[src/core/mthsr_pkg.sv]
// Shared constants and types for the target, wrap, reference search and step table block
`default_nettype none
package mthsr_pkg;
  // Register indices, one data word each
  localparam logic [8:0] IDX_TARGET_SMOOTHING = 9'h1cd;
  localparam logic [8:0] IDX_TARGET_AT_REG    = 9'h1ce;
  localparam logic [8:0] IDX_WRAP_LOWER       = 9'h1d6;
  localparam logic [8:0] IDX_WRAP_UPPER       = 9'h1d8;
  localparam logic [8:0] IDX_SEARCH_STEPS     = 9'h1e0;
  localparam logic [8:0] IDX_OFFSET_SHORT     = 9'h1ea;
  localparam logic [8:0] IDX_SEARCH_SPEED     = 9'h1eb;
  localparam logic [8:0] IDX_SEARCH_ACCEL     = 9'h1ec;
  localparam logic [8:0] IDX_SEARCH_TORQUE    = 9'h1ed;
  localparam logic [8:0] IDX_DONE_NEXT_MODE   = 9'h1ee;
  localparam logic [8:0] IDX_ZERO_SHIFT       = 9'h1ef;
  localparam logic [8:0] IDX_OFFSET_LONG      = 9'h1f0;
  localparam logic [8:0] IDX_STEP_CONTROL     = 9'h1f4;
  localparam logic [8:0] IDX_STEP_POINTER     = 9'h1f5;
  localparam int         NUM_SEARCH_STEPS     = 4;

  // Reset values
  localparam logic [15:0] RST_REG16 = 16'h0000;
  localparam logic [31:0] RST_REG32 = 32'h0000_0000;

  // Value limits
  localparam logic [15:0] SEARCH_SPEED_MAX = 16'd25600;
  localparam logic [15:0] SEARCH_ACCEL_MAX = 16'd20000;
  localparam logic [15:0] SEARCH_TORQUE_MAX = 16'd2000;
  localparam logic [3:0]  SMOOTH_SHIFT_MAX = 4'hf;
  localparam int          SPEED_UNIT_SHIFT = 4;   // positions/s divided by 16
  localparam int          ACCEL_UNIT_SHIFT = 8;   // positions/s^2 divided by 256

  // Step table control fields
  localparam int CTL_DELAY_BIT  = 0;
  localparam int CTL_SCALE_LSB  = 1;
  localparam int CTL_REPEAT_BIT = 3;
  localparam logic [1:0] SCALE_MS  = 2'h0;
  localparam logic [1:0] SCALE_SEC = 2'h1;
  localparam logic [1:0] SCALE_MIN = 2'h2;

  // Reference search step descriptor: action code in the low nibble
  localparam int         STEP_ACT_LSB     = 0;
  localparam logic [3:0] ACT_END          = 4'h0;
  localparam logic [3:0] ACT_SENSOR_FWD   = 4'h1;
  localparam logic [3:0] ACT_SENSOR_REV   = 4'h2;
  localparam logic [3:0] ACT_HARDSTOP_FWD = 4'h3;
  localparam logic [3:0] ACT_HARDSTOP_REV = 4'h4;

  // Timing
  localparam int CLK_PERIOD_NS  = 40;
  localparam int MS_TICK_NS     = 1000000;
  localparam int MS_TICK_CYCLES = (MS_TICK_NS + CLK_PERIOD_NS - 1) / CLK_PERIOD_NS;
  localparam logic [15:0] MS_PER_MS  = 16'd1;
  localparam logic [15:0] MS_PER_SEC = 16'd1000;
  localparam logic [15:0] MS_PER_MIN = 16'd60000;

  typedef enum logic [1:0] {H_IDLE, H_LOAD, H_MOVE, H_DONE} mthsr_home_e;
  typedef enum logic [1:0] {S_IDLE, S_ENTRY, S_WAIT_POS, S_TIMING} mthsr_seq_e;
endpackage : mthsr_pkg
`default_nettype wire

[src/core/mthsr_step_timer.sv]
// Step timer for the position/time table with selectable time unit
`default_nettype none
module mthsr_step_timer
  import mthsr_pkg::*;
#(
  parameter int unsigned MS_CYCLES = MS_TICK_CYCLES
) (
  input  wire logic        clk,
  input  wire logic        rst_n,
  input  wire logic        ce,
  input  wire logic        load,
  input  wire logic [15:0] time_val,
  input  wire logic [1:0]  scale,
  output logic             expired
);
  localparam logic [31:0] MS_LAST = 32'(MS_CYCLES - 1);

  logic [31:0] presc_ff;
  logic [15:0] ms_ff;
  logic [15:0] remain_ff;
  logic        run_ff;
  logic [15:0] unit_ms;
  logic        ms_tick;
  logic        unit_tick;

  // Unit select; code 3 falls back to milliseconds
  always_comb begin
    unique case (scale)
      SCALE_SEC: unit_ms = MS_PER_SEC;
      SCALE_MIN: unit_ms = MS_PER_MIN;
      default:   unit_ms = MS_PER_MS;
    endcase
  end

  assign ms_tick   = run_ff && (presc_ff == MS_LAST);
  assign unit_tick = ms_tick && (ms_ff == unit_ms - 16'h1);

  // Prescaler, unit counter and remaining count
  always_ff @(posedge clk or negedge rst_n) begin
    if (!rst_n) begin
      presc_ff  <= 32'h0;
      ms_ff     <= 16'h0;
      remain_ff <= 16'h0;
      run_ff    <= 1'b0;
      expired   <= 1'b0;
    end else if (ce) begin
      expired <= 1'b0;
      if (load) begin
        presc_ff  <= 32'h0;
        ms_ff     <= 16'h0;
        remain_ff <= time_val;
        run_ff    <= (time_val != 16'h0);
      end else if (run_ff) begin
        presc_ff <= ms_tick ? 32'h0 : presc_ff + 32'h1;
        if (ms_tick) begin
          ms_ff <= unit_tick ? 16'h0 : ms_ff + 16'h1;
        end
        if (unit_tick) begin
          remain_ff <= remain_ff - 16'h1;
          if (remain_ff == 16'h1) begin
            run_ff  <= 1'b0;
            expired <= 1'b1;
          end
        end
      end
    end
  end
endmodule // mthsr_step_timer
`default_nettype wire

[src/core/mthsr_core.sv]
// Target smoothing, rotary wrap, reference search and step table sequencing
//
// Summary of operation
// - Smooth target; zero setting passes straight through
// - Read back final target sent to regulator
// - Below lower bound wraps to upper minus one
// - Reaching upper bound wraps to lower bound
// - Search runs up to four steps in order
// - Search speed in positions/s over 16, max 25600
// - Search accel in positions/s^2 over 256
// - Hard stop search limits torque to setting
// - On completion load next operating mode
// - Report zero shift after each completed search
// - Reference gets signed 32-bit offset value
// - Delay mode 0: timer starts, advances regardless
// - Delay mode 1: timer starts once position reached
// - Scale 0 is milliseconds, 1 is seconds
// - Repeat 0 lets sequence end
// - Zero time ends sequence unless repeat set
// - Table pointer 0..15 advances per entry
`default_nettype none
module mthsr_core
  import mthsr_pkg::*;
#(
  parameter int unsigned MS_CYCLES = MS_TICK_CYCLES
) (
  input  wire logic        CORE_CLK,
  input  wire logic        RSTN,
  input  wire logic        CE,
  input  wire logic [8:0]  REG_ADDR,
  input  wire logic [31:0] REG_WDATA,
  input  wire logic        REG_WR,
  input  wire logic        REG_RD,
  output logic      [31:0] REG_RDATA,
  input  wire logic [31:0] TARGET_IN,
  output logic      [31:0] TARGET_OUT,
  input  wire logic        ROTARY_MODE,
  input  wire logic        POS_UP,
  input  wire logic        POS_DN,
  output logic      [31:0] MOTOR_POS,
  input  wire logic        SEARCH_START,
  input  wire logic        HOME_SENSOR,
  input  wire logic        HARD_STOP_HIT,
  output logic             SEARCH_ACTIVE,
  output logic             SEARCH_REVERSE,
  output logic      [31:0] SEARCH_SPEED,
  output logic      [31:0] SEARCH_ACCEL,
  output logic             TORQUE_LIMIT_EN,
  output logic      [15:0] TORQUE_LIMIT,
  output logic      [15:0] NEXT_MODE,
  output logic             NEXT_MODE_LOAD,
  input  wire logic        SEQ_RUN,
  input  wire logic [15:0] SEQ_TIME,
  input  wire logic        SEQ_AT_TARGET,
  output logic      [3:0]  STEP_POINTER,
  output logic             SEQ_ACTIVE,
  output logic             SEQ_ENDED
);
  logic [15:0]        smoothing_ff;
  logic signed [31:0] lower_ff;
  logic signed [31:0] upper_ff;
  logic [15:0]        steps_ff [NUM_SEARCH_STEPS];
  logic [15:0]        offset_short_ff;
  logic [15:0]        speed_ff;
  logic [15:0]        accel_ff;
  logic [15:0]        torque_ff;
  logic [15:0]        done_mode_ff;
  logic [15:0]        zero_shift_ff;
  logic signed [31:0] offset_long_ff;
  logic [15:0]        control_ff;
  logic [3:0]         pointer_ff;
  logic signed [31:0] filt_ff;
  logic signed [31:0] pos_ff;
  logic signed [31:0] nxt_pos;
  logic [31:0]        nxt_rdata;
  logic [31:0]        rdata_ff;
  logic               sens_meta_ff;
  logic               sens_ff;
  mthsr_home_e        home_ff;
  logic [1:0]         step_idx_ff;
  logic [3:0]         act_ff;
  logic               search_done;
  mthsr_seq_e         seq_ff;
  logic               ended_ff;
  logic               timer_load;
  logic               timer_expired;
  logic               advance;
  logic               wr_hit;
  logic [3:0]         shamt;
  logic signed [32:0] diff;
  logic signed [32:0] step_amt;
  logic               delay_mode;
  logic               repeat_on;

  assign wr_hit     = REG_WR;
  assign delay_mode = control_ff[CTL_DELAY_BIT];
  assign repeat_on  = control_ff[CTL_REPEAT_BIT];

  // Software-written configuration; out-of-range speed, accel and torque values are clamped at the write
  always_ff @(posedge CORE_CLK or negedge RSTN) begin
    if (!RSTN) begin
      smoothing_ff    <= RST_REG16;
      lower_ff        <= RST_REG32;
      upper_ff        <= RST_REG32;
      offset_short_ff <= RST_REG16;
      speed_ff        <= RST_REG16;
      accel_ff        <= RST_REG16;
      torque_ff       <= RST_REG16;
      done_mode_ff    <= RST_REG16;
      offset_long_ff  <= RST_REG32;
      control_ff      <= RST_REG16;
    end else if (CE && wr_hit) begin
      unique case (REG_ADDR)
        IDX_TARGET_SMOOTHING: smoothing_ff    <= REG_WDATA[15:0];
        IDX_WRAP_LOWER:       lower_ff        <= REG_WDATA;
        IDX_WRAP_UPPER:       upper_ff        <= REG_WDATA;
        IDX_OFFSET_SHORT: begin
          // Short form is kept for old software and sign-extended into the long one
          offset_short_ff <= REG_WDATA[15:0];
          offset_long_ff  <= {{16{REG_WDATA[15]}}, REG_WDATA[15:0]};
        end
        IDX_SEARCH_SPEED: begin
          speed_ff <= (REG_WDATA[15:0] > SEARCH_SPEED_MAX) ? SEARCH_SPEED_MAX
                                                           : REG_WDATA[15:0];
        end
        IDX_SEARCH_ACCEL: begin
          accel_ff <= (REG_WDATA[15:0] > SEARCH_ACCEL_MAX) ? SEARCH_ACCEL_MAX
                                                           : REG_WDATA[15:0];
        end
        IDX_SEARCH_TORQUE: begin
          torque_ff <= (REG_WDATA[15:0] > SEARCH_TORQUE_MAX) ? SEARCH_TORQUE_MAX
                                                             : REG_WDATA[15:0];
        end
        IDX_DONE_NEXT_MODE:   done_mode_ff    <= REG_WDATA[15:0];
        IDX_OFFSET_LONG:      offset_long_ff  <= REG_WDATA;
        IDX_STEP_CONTROL:     control_ff      <= REG_WDATA[15:0];
        default: ;
      endcase
    end
  end

  // One register per search step descriptor
  for (genvar g = 0; g < NUM_SEARCH_STEPS; g++) begin : g_steps
    always_ff @(posedge CORE_CLK or negedge RSTN) begin
      if (!RSTN) begin
        steps_ff[g] <= RST_REG16;
      end else if (CE && wr_hit && REG_ADDR == IDX_SEARCH_STEPS + 9'(g)) begin
        steps_ff[g] <= REG_WDATA[15:0];
      end
    end
  end

  // Read mux; unmapped indices read zero
  always_comb begin
    nxt_rdata = 32'h0;
    if (REG_ADDR >= IDX_SEARCH_STEPS &&
        REG_ADDR < IDX_SEARCH_STEPS + 9'(NUM_SEARCH_STEPS)) begin
      nxt_rdata = {16'h0, steps_ff[REG_ADDR[1:0]]};
    end else begin
      unique case (REG_ADDR)
        IDX_TARGET_SMOOTHING: nxt_rdata = {16'h0, smoothing_ff};
        IDX_TARGET_AT_REG:    nxt_rdata = filt_ff;
        IDX_WRAP_LOWER:       nxt_rdata = lower_ff;
        IDX_WRAP_UPPER:       nxt_rdata = upper_ff;
        IDX_OFFSET_SHORT:     nxt_rdata = {16'h0, offset_short_ff};
        IDX_SEARCH_SPEED:     nxt_rdata = {16'h0, speed_ff};
        IDX_SEARCH_ACCEL:     nxt_rdata = {16'h0, accel_ff};
        IDX_SEARCH_TORQUE:    nxt_rdata = {16'h0, torque_ff};
        IDX_DONE_NEXT_MODE:   nxt_rdata = {16'h0, done_mode_ff};
        IDX_ZERO_SHIFT:       nxt_rdata = {16'h0, zero_shift_ff};
        IDX_OFFSET_LONG:      nxt_rdata = offset_long_ff;
        IDX_STEP_CONTROL:     nxt_rdata = {16'h0, control_ff};
        IDX_STEP_POINTER:     nxt_rdata = {28'h0, pointer_ff};
        default:              nxt_rdata = 32'h0;
      endcase
    end
  end

  // Read data stands only in the cycle after the strobe
  always_ff @(posedge CORE_CLK or negedge RSTN) begin
    if (!RSTN) begin
      rdata_ff <= 32'h0;
    end else if (CE) begin
      rdata_ff <= REG_RD ? nxt_rdata : 32'h0;
    end
  end
  assign REG_RDATA = rdata_ff;

  // First-order smoothing: a larger shift slows the approach; each step is the gap shifted right
  assign shamt    = (smoothing_ff > 16'(SMOOTH_SHIFT_MAX)) ? SMOOTH_SHIFT_MAX
                                                            : smoothing_ff[3:0];
  assign diff     = $signed({TARGET_IN[31], TARGET_IN}) - $signed({filt_ff[31], filt_ff});
  assign step_amt = diff >>> shamt;

  always_ff @(posedge CORE_CLK or negedge RSTN) begin
    if (!RSTN) begin
      filt_ff <= RST_REG32;
    end else if (CE) begin
      filt_ff <= filt_ff + step_amt[31:0];
    end
  end
  assign TARGET_OUT = filt_ff;

  // Position counter with rotary wrap; search completion re-bases it
  always_comb begin
    nxt_pos = pos_ff;
    if (search_done) begin
      nxt_pos = offset_long_ff;
    end else if (POS_UP && !POS_DN) begin
      if (ROTARY_MODE && pos_ff >= upper_ff - 32'sd1) begin
        nxt_pos = lower_ff;
      end else begin
        nxt_pos = pos_ff + 32'sd1;
      end
    end else if (POS_DN && !POS_UP) begin
      if (ROTARY_MODE && pos_ff <= lower_ff) begin
        nxt_pos = upper_ff - 32'sd1;
      end else begin
        nxt_pos = pos_ff - 32'sd1;
      end
    end
  end

  always_ff @(posedge CORE_CLK or negedge RSTN) begin
    if (!RSTN) begin
      pos_ff <= RST_REG32;
    end else if (CE) begin
      pos_ff <= nxt_pos;
    end
  end
  assign MOTOR_POS = pos_ff;

  // Sensor pin synchroniser
  always_ff @(posedge CORE_CLK or negedge RSTN) begin
    if (!RSTN) begin
      sens_meta_ff <= 1'b0;
      sens_ff      <= 1'b0;
    end else if (CE) begin
      sens_meta_ff <= HOME_SENSOR;
      sens_ff      <= sens_meta_ff;
    end
  end

  // Reference search sequencer walking the step descriptors in order
  always_ff @(posedge CORE_CLK or negedge RSTN) begin
    if (!RSTN) begin
      home_ff     <= H_IDLE;
      step_idx_ff <= 2'h0;
      act_ff      <= ACT_END;
    end else if (CE) begin
      unique case (home_ff)
        H_IDLE: begin
          if (SEARCH_START) begin
            step_idx_ff <= 2'h0;
            home_ff     <= H_LOAD;
          end
        end
        H_LOAD: begin
          act_ff  <= steps_ff[step_idx_ff][STEP_ACT_LSB +: 4];
          home_ff <= (steps_ff[step_idx_ff][STEP_ACT_LSB +: 4] == ACT_END) ? H_DONE : H_MOVE;
        end
        H_MOVE: begin
          // Unknown action codes finish their step at once
          if (((act_ff == ACT_SENSOR_FWD || act_ff == ACT_SENSOR_REV) && sens_ff) ||
              ((act_ff == ACT_HARDSTOP_FWD || act_ff == ACT_HARDSTOP_REV) && HARD_STOP_HIT) ||
              act_ff > ACT_HARDSTOP_REV) begin
            step_idx_ff <= step_idx_ff + 2'h1;
            home_ff     <= (step_idx_ff == 2'(NUM_SEARCH_STEPS - 1)) ? H_DONE : H_LOAD;
          end
        end
        H_DONE: begin
          act_ff  <= ACT_END;
          home_ff <= H_IDLE;
        end
      endcase
    end
  end

  assign search_done = (home_ff == H_DONE);

  // Zero shift is the old-frame position of the new zero point
  always_ff @(posedge CORE_CLK or negedge RSTN) begin
    if (!RSTN) begin
      zero_shift_ff  <= RST_REG16;
      NEXT_MODE      <= RST_REG16;
      NEXT_MODE_LOAD <= 1'b0;
    end else if (CE) begin
      NEXT_MODE_LOAD <= search_done;
      if (search_done) begin
        zero_shift_ff <= 16'(pos_ff - offset_long_ff);
        NEXT_MODE     <= done_mode_ff;
      end
    end
  end

  // Motion demands during the search
  assign SEARCH_ACTIVE   = (home_ff == H_MOVE);
  assign SEARCH_REVERSE  = (act_ff == ACT_SENSOR_REV || act_ff == ACT_HARDSTOP_REV);
  assign SEARCH_SPEED    = {12'h0, speed_ff, 4'h0};
  assign SEARCH_ACCEL    = {8'h0, accel_ff, 8'h0};
  assign TORQUE_LIMIT_EN = SEARCH_ACTIVE &&
                           (act_ff == ACT_HARDSTOP_FWD || act_ff == ACT_HARDSTOP_REV);
  assign TORQUE_LIMIT    = torque_ff;

  // Step table sequencer
  always_ff @(posedge CORE_CLK or negedge RSTN) begin
    if (!RSTN) begin
      seq_ff   <= S_IDLE;
      ended_ff <= 1'b0;
    end else if (CE) begin
      if (!SEQ_RUN) begin
        seq_ff   <= S_IDLE;
        ended_ff <= 1'b0;
      end else begin
        unique case (seq_ff)
          S_IDLE: begin
            if (!ended_ff) begin
              seq_ff <= S_ENTRY;
            end
          end
          S_ENTRY: begin
            if (SEQ_TIME == 16'h0 && !repeat_on) begin
              seq_ff   <= S_IDLE;
              ended_ff <= 1'b1;
            end else if (SEQ_TIME == 16'h0) begin
              seq_ff <= S_ENTRY;
            end else if (delay_mode) begin
              seq_ff <= S_WAIT_POS;
            end else begin
              seq_ff <= S_TIMING;
            end
          end
          S_WAIT_POS: begin
            if (SEQ_AT_TARGET) begin
              seq_ff <= S_TIMING;
            end
          end
          S_TIMING: begin
            if (timer_expired) begin
              seq_ff <= S_ENTRY;
            end
          end
        endcase
      end
    end
  end

  assign timer_load = SEQ_RUN && (((seq_ff == S_ENTRY) && SEQ_TIME != 16'h0 && !delay_mode) ||
                                  ((seq_ff == S_WAIT_POS) && SEQ_AT_TARGET));
  assign advance    = SEQ_RUN && (((seq_ff == S_TIMING) && timer_expired) ||
                                  ((seq_ff == S_ENTRY) && SEQ_TIME == 16'h0 && repeat_on));

  // Pointer wraps 15 to 0; an advance beats a software write in the same cycle
  always_ff @(posedge CORE_CLK or negedge RSTN) begin
    if (!RSTN) begin
      pointer_ff <= 4'h0;
    end else if (CE) begin
      if (advance) begin
        pointer_ff <= pointer_ff + 4'h1;
      end else if (wr_hit && REG_ADDR == IDX_STEP_POINTER) begin
        pointer_ff <= REG_WDATA[3:0];
      end
    end
  end

  mthsr_step_timer #(
    .MS_CYCLES (MS_CYCLES)
  ) u_timer (
    .clk      (CORE_CLK),
    .rst_n    (RSTN),
    .ce       (CE),
    .load     (timer_load),
    .time_val (SEQ_TIME),
    .scale    (control_ff[CTL_SCALE_LSB +: 2]),
    .expired  (timer_expired)
  );

  assign STEP_POINTER = pointer_ff;
  assign SEQ_ACTIVE   = (seq_ff != S_IDLE);
  assign SEQ_ENDED    = ended_ff;
endmodule // mthsr_core
`default_nettype wire

[config.mk]
export PLATFORM = sky130hd
export DESIGN_NAME = mthsr_core
export DESIGN_NICKNAME = d
export VERILOG_FILES = /design/src/core/mthsr_pkg.sv /design/src/core/mthsr_step_timer.sv /design/src/core/mthsr_core.sv
export SDC_FILE = /design/constraint.sdc
export NUM_CORES = 1
export LEC_CHECK = 0
export BUFFER_PORTS_ARGS = -buffer_cell sky130_fd_sc_hd__buf_4
export CELL_PAD_IN_SITES_DETAIL_PLACEMENT = 1
export CELL_PAD_IN_SITES_GLOBAL_PLACEMENT = 2
export CORE_MARGIN = 5
export CORE_UTILIZATION = 38
export DETAILED_ROUTE_END_ITERATION = 10
export GPL_TIMING_DRIVEN = 0
export PLACE_DENSITY_LB_ADDON = 0.3
export SETUP_SLACK_MARGIN = 0.1
export SYNTH_ARGS = -nofsm -noshare
export SYNTH_HDL_FRONTEND = slang
export SYNTH_SLANG_ARGS = --single-unit
[constraint.sdc]
create_clock -name CORE_CLK -period 7.4 [get_ports CORE_CLK]
set_clock_uncertainty 0.1 [all_clocks]
set_input_delay 0.37 -clock CORE_CLK [delete_from_list [all_inputs] [get_ports CORE_CLK]]
set_output_delay 0.37 -clock CORE_CLK [all_outputs]
set_load 0.05 [all_outputs]
* Yosys cells after proc, flatten, opt, wreduce, memory -nomap -nowiden *
Index checks and enable logic that the tools add are counted.

word-level totals
  register bits after elaboration = 484

cells by class
  add/sub/neg operators = 12
  $lt $le $gt $ge = 11
  equal/unequal tests = 40
  shift operators = 1
  multiplexer cells = 60
  bitwise operators = 2
  reductions and logical operators = 71

operator list
  kind                                                                     count
  32-bit case mux with 13 select lines                                     1
  32-bit 2-to-1 mux                                                        10
  16-bit 2-to-1 mux                                                        12
  9-bit == test (second input constant)                                    17
  16-bit binary-select mux with 2-bit select                               2
  32-bit case mux with 2 select lines                                      1
  32-bit by 2-bit subtractor with 32-bit output (second input constant)    2
  33-bit by 4-bit >>> shifter with 32-bit output                           1
  32-bit by 32-bit subtractor with 33-bit output                           1
  32-bit by 1-bit adder with 32-bit output (second input constant)         1
  32-bit by 2-bit adder with 32-bit output (second input constant)         1
  32-bit adder                                                             1
  32-bit by 15-bit == test with 1-bit output (second input constant)       1
  32-bit >= comparator                                                     1
  16-bit by 15-bit > comparator with 1-bit output (second input constant)  2
  32-bit <= comparator                                                     1
  16-bit case mux with 2 select lines                                      1
  16-bit by 1-bit subtractor with 16-bit output (second input constant)    2
  2-bit AND reduction                                                      15
  1-bit logical AND                                                        25
  2-bit 2-to-1 mux                                                         11
  4-bit 2-to-1 mux                                                         5
  16-bit by 1-bit adder with 16-bit output (second input constant)         1
  16-bit by 1-bit == test with 1-bit output (second input constant)        1
  other kinds (34)                                                         81

* Longest topological paths before layout *
Gate-level depths: netlist (run 1).

  word-level depth = 9
  depth in mapped cells = 26
  gate-level depth less buffers = 26

* Cells and area by module *
A second synthesis (run 1) with hierarchy kept.

unflattened totals
  cells, all modules = 3592
  area total of the unflattened synthesis = 32710.1 um^2

by module, submodules not included
  module            instances  cells an instance  area each (um^2)  sequential area each (um^2)
  mthsr_core        1          3149               28767.6           10460.0
  mthsr_step_timer  1          443                3942.5            1651.6

* Worst setup path after synthesis (run 1) *
No wires, ideal clock.

  path kind = flip-flop to flip-flop
  start point = register filt_ff[11], in the netlist TARGET_OUT[11]
  end point = register filt_ff[30], in the netlist TARGET_OUT[30]
  library setup time = 0.141 ns
  data arrival time = 5.802 ns
  data required time = 7.159 ns
  path slack = 1.357 ns
  cell stages (with the launch flop) = 25
  buffers on the path = 1
  period minus slack after synthesis = 6.043 ns
  cells stage by stage = dfrtp_1 -> inv_1 -> ha_1 -> buf_2 -> and4_1 -> and3_1 -> a221oi_2 -> a21oi_1 -> o2111ai_1 -> o211ai_1 -> a211o_1 -> a221o_1 -> a21o_1 -> mux2_2 -> ha_1 -> a21o_1 -> a21oi_1 -> o21bai_1 -> a311o_1 -> or3b_2 -> o21ai_0 -> o211ai_1 -> a21oi_1 -> xor2_1 -> mux2i_1

between the ends
  longest elaborated chain between the ends = 3

RTL lines
  what                                            RTL line           source
  start, declared                                 mthsr_core.sv:72   logic signed [31:0] filt_ff;
  start signal, assigned                          mthsr_core.sv:199  filt_ff <= filt_ff + step_amt[31:0];
  32-bit by 32-bit subtractor with 33-bit output  mthsr_core.sv:192  assign diff = $signed({TARGET_IN[31], TARGET_IN}) - $signed({filt_ff[31], filt_ff});
  33-bit by 4-bit >>> shifter with 32-bit output  mthsr_core.sv:193  assign step_amt = diff >>> shamt;
  32-bit adder *                                  mthsr_core.sv:199

Mark *: on every way between the ends. The rest lies on a longest branch, timed or not.
A chain may end at the register's enable or synchronous reset.

* Worst setup path in the final report (run 1) *
  start point = register filt_ff[8], in the netlist TARGET_OUT[8]
  end point = register filt_ff[31], in the netlist TARGET_OUT[31]

Same word-level chain as after synthesis.

==> impl_metrics.toml, run 1 <==
[final_layout]
final_standard_cell_utilization_of_the_core_pct = 45.6
stdcell_area_mm2 = 0.0382
layout.nets = 4202
layout_overhead_on_the_synthesized_area_pct = 18.8
final_layout_size_suffix_gt1_share_pct = 16.7
final_cells = 5115
final.fill_count = 9785

[placed_design]
numPlacedInstances = 4965
port-buffer-count = 267
place.detailed.hpwl_mm = 107
place_ws_ns = -0.121
gp_congestion = 0.947
detailed_place.area_mm2 = 0.0359

[grt]
global_route_wire_length_before_repair_mm = 204
grt_max_degree = 100
grt_antenna_before_repair = 1
globalRouteOverflowTotal = 0
grt_util_all_layers_pct = 29.4
number_of_global_route_vias_before_repair = 31500

[worst_setup_path]
critical_path_required_ns = 7.81
path_cells = "inv_1 > ha_1 > and4_1 > and3_1 > a221oi_2 > a21oi_1 > o21ai_0 > nand2_1 > xnor2_2 > a21boi_0 > a211o_1 > o211ai_1 > ha_1 > clkbuf_1 > and3_1 > and3_1 > nand4_1 > nor2_1 > a2111oi_2 > nor3_1 > o31ai_1 > o211ai_1 > a21o_1 > xnor2_1"
cp_data_arrival_time_ns = 7.46
slowest_delay_ns = 0.62
worstRegToRegCells = 24
startpoint_type = "register"
worst_r2r_endpoint = "TARGET_OUT[31]"
r2r_setup_slack_ns = 0.35
critical_path_s_slowest_cell = "sky130_fd_sc_hd__dfrtp_1"
r2r_start = "TARGET_OUT[8]"
crit_path_end_kind = "register"
path_max_fanout = 10
path_common_cell = "sky130_fd_sc_hd__and3_1"
worst-setup-path-type = "reg -> reg"

[cts]
clockRootBuffer = "sky130_fd_sc_hd__clkbuf_16"
cts_inserted_buffers = 55
ctsHtreeMaxLevel = 2
tritoncts_clock_tree = "yes"
clk_transition_reported_paths_ns = 0.06
clk_latency_ns = 0.65
tritoncts_num_sinks = 484
max-clock-path-buffers = 3
post_cts.repair.setup_buffers = 0

[synth]
netlist_top_cells_area = "sky130_fd_sc_hd__dfrtp_1 38%, sky130_fd_sc_hd__mux2_2 6.4%, sky130_fd_sc_hd__ha_1 6.3%"
post_synthesis_sequential_area_ratio_pct = 37.6
synth_largest_type_area_fraction_pct = 37.6
netlist_instances = 3528
synth_async_sr_flop_share_pct = 100
yosys.cell_types.count = 90
synth-main-ff-cell = "sky130_fd_sc_hd__dfrtp_1"
synth-seq-cells = 484
synth.largest_area_cell = "sky130_fd_sc_hd__dfrtp_1"
number_of_enable_type_register_cells_in_the_synthesized_netlist = 0
syn_area_mm2 = 0.0322
ys.warnings.count = 0
synth_area_per_cell_um2 = 9.12

[drt]
detail_route.wirelength_mm = 138
detailedRoute.firstPassIterationCount = 7
wl_per_cell_um = 26.9
routed_via_density = 6.00
first_iter_violations = 2578
drc = 0
route.antenna.remaining_nets = 0
via_count = 30700

[timing]
timing.final.ws_setup_ns = 0.345
layout_min_cycle_time_ns = 7.05
fmax_mhz = 142
setup_repair_after_global_routing_missed_its_margin = "false"
hold_violations = 0
timing.final.setup_violations = 0
maxSlewHeadroom_pct = 8.88
fin_max_slew_vios = 0
period_share_pct = 95.3
hold_slack_ns = 0.0542
slew_worst_pin_ns = 1.36

[floorplan]
die_h_um = 301
core-area_mm2 = 0.0838
dieWidth_um = 301
start_util_pct = 38.4
std_cell_rows = 106
design.die.area_mm2 = 0.0906
io-pin-count = 304

[power]
vdd_ir_drop_max_mv = 0.173
power.density_cell_area_mw_per_mm2 = 380
p_leak_uw = 0.0175

[run_status]
run_status = "finished, final reports clean"

[worst_hold_path]
hp-class = "in -> reg"
whs_path_depth = 2
min_delay_endpoint = "steps_ff[15]"
hp-start = "REG_WDATA[15]"

[flow_run]
cap_violations = 0
registers in the layout, indices dropped and copies added, names as in the netlist, 2 cells and up:
register / count
upper_ff: 32
accel_ff: 16
REG_RDATA: 32
done_mode_ff: 16
TORQUE_LIMIT: 16
offset_short_ff: 16
STEP_POINTER: 4
u_timer.presc_ff: 32
seq_ff: 2
u_timer.remain_ff: 16
MOTOR_POS: 32
zero_shift_ff: 16
u_timer.ms_ff: 16
TARGET_OUT: 32
home_ff: 2
speed_ff: 16
act_ff: 4
smoothing_ff: 16
lower_ff: 32
step_idx_ff: 2
offset_long_ff: 32
steps_ff: 64
NEXT_MODE: 16
control_ff: 16
worst max path at each step:
stage | start | endpoint | slack [ns] | cells past startpoint
final | TARGET_OUT[8] | TARGET_OUT[31] | 0.35 | 24
after detailed placement | TARGET_OUT[11] | TARGET_OUT[31] | -0.12 | 26
after global routing | TARGET_OUT[17] | TARGET_OUT[31] | 0.09 | 24
after CTS | TARGET_OUT[23] | TARGET_OUT[23] | 0.25 | 24
after floorplan | TARGET_OUT[11] | TARGET_OUT[30] | 1.36 | 24
after global placement | TARGET_OUT[11] | TARGET_OUT[31] | -0.07 | 26
cell type report:
type                       count  area [µm²]  share of cell area [%]
tap                         1134        1420                    3.71
antenna                        1        2.50                 0.00655
clock buffer                  79        1540                    4.02
timing repair buffer         320        2630                    6.88
inverter                     136         510                    1.34
multi-input combinational   2690       18700                    48.8
clock inverter                22         282                   0.736
buffer                       249        1080                    2.82
sequential                   484       12100                    31.7
layer usage:
metal  vias to the layer above  wire [µm]  track usage, %
met4                         0       5700            10.3
met5                         -          0               0
met3                       247       9830            5.48
met1                     15600      59700            40.1
met2                      1130      62500            47.0
li1                      13700          -               -
worst max-delay path: cells and delay by family, from the launching register on:
kind | cells | cell delay (ns)
AOI/OAI and AO/OA | 10 | 3.21
xor gates and xnor gates | 2 | 0.41
adders and majority gates | 2 | 0.71
buffers and inverters | 2 | 0.47
DFF | 1 | 0.62
and+or+nand+nor | 8 | 1.42
kinds of logic after synthesis:
family / synth area share (%)
AOI/OAI and AO/OA: 19.8
xor gates and xnor gates: 4.46
adders and majority gates: 6.48
buffers and inverters: 4.94
DFF: 37.6
muxes: 10.3
other: 0.0117
and+or+nand+nor: 16.4
Yosys cell counts (all sizes together), types with 15 or more instances:
cell type and number:
dfrtp 484, nand2 334, o21ai 258, nor2 227, a21oi 226, mux2 183, clkbuf 182, ha 161
inv 135, nand3 101, xnor2 91, nor3 83, mux2i 80, xor2 73, buf 67, a22o 57
nand4 52, a21o 51, or3 46, a211oi 45, a221oi 44, a22oi 40, nor4 40, and3 39
a31oi 32, nand2b 29, nor2b 25, o21a 25, or2 24, or4 22, mux4 20, o2bb2ai 20
o31ai 20, a222oi 19, o211ai 17, a211o 16, and2 15
cells in the final DEF (no fill, tap or decap), types with 45 or more instances in the layout:
cell | Yosys | layout
sky130_fd_sc_hd__a211oi_1 | 45 | 45
sky130_fd_sc_hd__a21o_1 | 51 | 51
sky130_fd_sc_hd__a21oi_1 | 225 | 225
sky130_fd_sc_hd__a22o_1 | 57 | 57
sky130_fd_sc_hd__buf_4 | 32 | 298
sky130_fd_sc_hd__clkbuf_1 | 182 | 198
sky130_fd_sc_hd__clkbuf_16 | 0 | 55
sky130_fd_sc_hd__dfrtp_1 | 484 | 481
sky130_fd_sc_hd__dlygate4sd3_1 | 0 | 48
sky130_fd_sc_hd__ha_1 | 161 | 161
sky130_fd_sc_hd__inv_1 | 135 | 135
sky130_fd_sc_hd__mux2_2 | 183 | 183
sky130_fd_sc_hd__mux2i_1 | 80 | 80
sky130_fd_sc_hd__nand2_1 | 334 | 334
sky130_fd_sc_hd__nand3_1 | 101 | 101
sky130_fd_sc_hd__nand4_1 | 52 | 52
sky130_fd_sc_hd__nor2_1 | 226 | 226
sky130_fd_sc_hd__nor3_1 | 81 | 79
sky130_fd_sc_hd__o21ai_0 | 256 | 254
sky130_fd_sc_hd__or3_1 | 45 | 45
sky130_fd_sc_hd__xnor2_1 | 91 | 90
sky130_fd_sc_hd__xor2_1 | 73 | 73
power breakdown:
group	internal, µW	switching (µW)	leakage, µW	total, µW
registers	2950	651	0.00626	3600
clock network	1590	1220	0.000892	2820
logic	2980	5140	0.0104	8120
total	7530	7020	0.0175	14500
per-stage QoR:
step	total power [µW]	setup TNS (ns)
2_1_floorplan	9000	0
3_3_place_gp	11400	-0.0664
3_5_place_dp	11500	-0.121
4_1_cts	14400	0
5_1_grt	15400	0
6_report	14500	0
what timing repair did:
action | CTS | global route
endpoints found under the hold margin | 208 | 0
gates resized for setup | 3 | 11
hold buffers | 48 | 0
setup endpoints to repair | 1 | 6
gates cloned | 0 | 0
pin swaps | 0 | 0
Note: power is estimated with default switching activity, not from simulation.
==> run 2: changes to the inputs <==
Settings changed: ABC_AREA set to 1, CORE_UTILIZATION 38 to 35, CTS_CLUSTER_DIAMETER set to 40.
==> impl_metrics.toml, run 2 <==
[cts]
cts_inserted_buffers = 96
tritoncts_num_sinks = 484
tritoncts_clock_tree = "yes"
clockRootBuffer = "sky130_fd_sc_hd__clkbuf_16"
max-clock-path-buffers = 3
clk_transition_reported_paths_ns = 0.05
ctsHtreeMaxLevel = 3
post_cts.resized_instances = 0
clk_latency_ns = 0.69

[timing]
timing.final.setup_violations = 0
period_share_pct = 76.1
maxSlewHeadroom_pct = 15.4
fmax_mhz = 178
total_negative_setup_slacks_ns = 0
layout_min_cycle_time_ns = 5.63
hold_violations = 0
slew_worst_pin_ns = 1.27
setup_repair_after_global_routing_missed_its_margin = "false"
fin_max_slew_vios = 0

[final_layout]
final_layout_size_suffix_gt1_share_pct = 12.6
layout_overhead_on_the_synthesized_area_pct = 23.1
largest_register_ffs = 64
commonest_cells_after_routing_fill_and_taps_aside = "1018 x sky130_fd_sc_hd__nand2_1, 549 x sky130_fd_sc_hd__inv_1, 484 x sky130_fd_sc_hd__dfrtp_1"
layout.nets = 5321
layout_commonest_cell = "sky130_fd_sc_hd__nand2_1"
largest_register = "steps_ff"
multi_input_comb_area_mm2 = 0.0182
final.fill_count = 11800
layout.area.seq_mm2 = 0.0121
stdcell_area_mm2 = 0.0412

[grt]
global_route_wire_length_before_repair_mm = 229
globalRouteMet1Util_pct = 40.4
number_of_global_route_vias_before_repair = 36000
grt_util_all_layers_pct = 29.0
globalRouteOverflowTotal = 0
grtUsageMet3_pct = 5.16
grt_max_degree = 120
busiest_layer = "met2"
grt_util_met2_pct = 45.5
grt_antenna_before_repair = 4

[drt]
via_count = 35200
detailedRoute.firstPassIterationCount = 5
detail_route.wirelength_mm = 153
drc = 0
routed_via_density = 5.50
first_iter_violations = 2795
route.antenna.remaining_nets = 0
wl_per_cell_um = 23.9

[worst_setup_path]
worst-setup-path-type = "reg -> reg"
r2r_setup_slack_ns = 1.77
critical_path_required_ns = 7.80
path_max_fanout = 5
critical_path_s_slowest_cell = "sky130_fd_sc_hd__dfrtp_1"
path_common_cell = "sky130_fd_sc_hd__nand2_1"
crit_path_end_kind = "register"
startpoint_type = "register"
cp_data_arrival_time_ns = 6.02
slowest_delay_ns = 0.46

[synth]
yosys.cell_count.top_type = "sky130_fd_sc_hd__nand2_1"
synth_async_sr_flop_share_pct = 100
yosys.cell_types.count = 76
netlist_instances = 4604
synth.cells.most_frequent = "1018 x sky130_fd_sc_hd__nand2_1, 549 x sky130_fd_sc_hd__inv_1, 484 x sky130_fd_sc_hd__dfrtp_1"
syn_area_mm2 = 0.0334
netlist_top_cells_area = "sky130_fd_sc_hd__dfrtp_1 36%, sky130_fd_sc_hd__nand2_1 11%, sky130_fd_sc_hd__inv_1 6.2%"
synth_area_per_cell_um2 = 7.26
synth-seq-cells = 484
post_synthesis_sequential_area_ratio_pct = 36.2
synth_largest_type_area_fraction_pct = 36.2
synth-main-ff-cell = "sky130_fd_sc_hd__dfrtp_1"
synth.largest_area_cell = "sky130_fd_sc_hd__dfrtp_1"
ys.warnings.count = 0
number_of_enable_type_register_cells_in_the_synthesized_netlist = 0

[placed_design]
detailed_place.area_mm2 = 0.0373
place.detailed.hpwl_mm = 120
port-buffer-count = 270
gp_congestion = 0.991

[power]
vdd_ir_drop_max_mv = 0.205
power.density_cell_area_mw_per_mm2 = 415
p_leak_uw = 0.0201

[floorplan]
start_util_pct = 35.3
die_h_um = 319
std_cell_rows = 113
design.die.area_mm2 = 0.102
dieWidth_um = 319
core-area_mm2 = 0.0949
io-pin-count = 304

[flow_run]
cap_violations = 0

[run_status]
run_status = "finished, final reports clean"

[worst_hold_path]
hp-class = "in -> reg"
## run 2: repair_timing
item	in CTS	in global routing
hold buffers	46	0
hold endpoints to repair	215	0
setup buffers	0	0
## run 2: kinds of logic (layout without fill, tap and decap cells)
group / count (synthesis) / in the layout / share of synthesized area (%)
AOI/OAI and AO/OA: 994 / 994 / 17.4
xor gates and xnor gates: 145 / 145 / 3.80
adders and majority gates: 164 / 164 / 6.20
buffers and inverters: 794 / 1294 / 9.63
DFF: 484 / 484 / 36.2
muxes: 3 / 3 / 0.0898
other: 1 / 35 / 0.0112
and+or+nand+nor: 2019 / 2019 / 26.6
## run 2: critical path: cells and delay by family (launching register included)
kind	cells	cell delay, ns
AOI/OAI and AO/OA	11	2.15
and+or+nand+nor	13	1.40
adders and majority gates	3	1.00
DFF	1	0.46
buffers and inverters	2	0.18
xor gates and xnor gates	1	0.14
## run 2: layout make-up
class	instances	share of cell area (%)
clock buffer	112	6.30
tap	1265	3.85
antenna	3	0.0182
inverter	575	5.26
buffer	219	2.57
clock inverter	66	1.89
sequential	484	29.4
timing repair buffer	322	6.41
multi-input combinational	3357	44.3
## run 2: power breakdown
part / leakage (µW) / total (µW) / switching, µW / internal, µW
clock: 0.00161 / 4510 / 1670 / 2840
sequential: 0.00640 / 3770 / 720 / 3050
combinational: 0.0121 / 8810 / 5960 / 2850
total: 0.0201 / 17100 / 8350 / 8740
## run 2: path summary, 6_finish.rpt
check | startpoint | end | cells past startpoint
setup / recovery | TARGET_OUT[0] | TARGET_OUT[26] | 30
hold reg to reg | NEXT_MODE[10] | NEXT_MODE[10] | 2
hold / removal | SEQ_TIME[13] | u_timer.remain_ff[13] | 5
max in group asynchronous | RSTN | REG_RDATA[1] | 4
min in group asynchronous | RSTN | TARGET_OUT[9] | 2
setup reg to reg | TARGET_OUT[0] | TARGET_OUT[26] | 30
## run 2: metal layers
metal  wire, µm  share of wire, %
met5         12            0.0078
met4       6140               4.0
met3      10200               6.7
met2      67800                44
met1      69100                45
## run 2: per-stage QoR
stage	std cells	hold WS, ns	worst slack (ns)	total power, µW	utilization [%]
after global routing	6401	0.0506	1.27	18300	43.4
after floorplan	4635	-0.0256	2.73	9650	-
after CTS	6400	0.00440	1.72	17100	43.4
after global placement	6170	0.355	0.162	12300	39.2
after detailed placement	6176	0.190	1.74	12500	39.3
final	6403	0.0253	1.77	17100	43.4
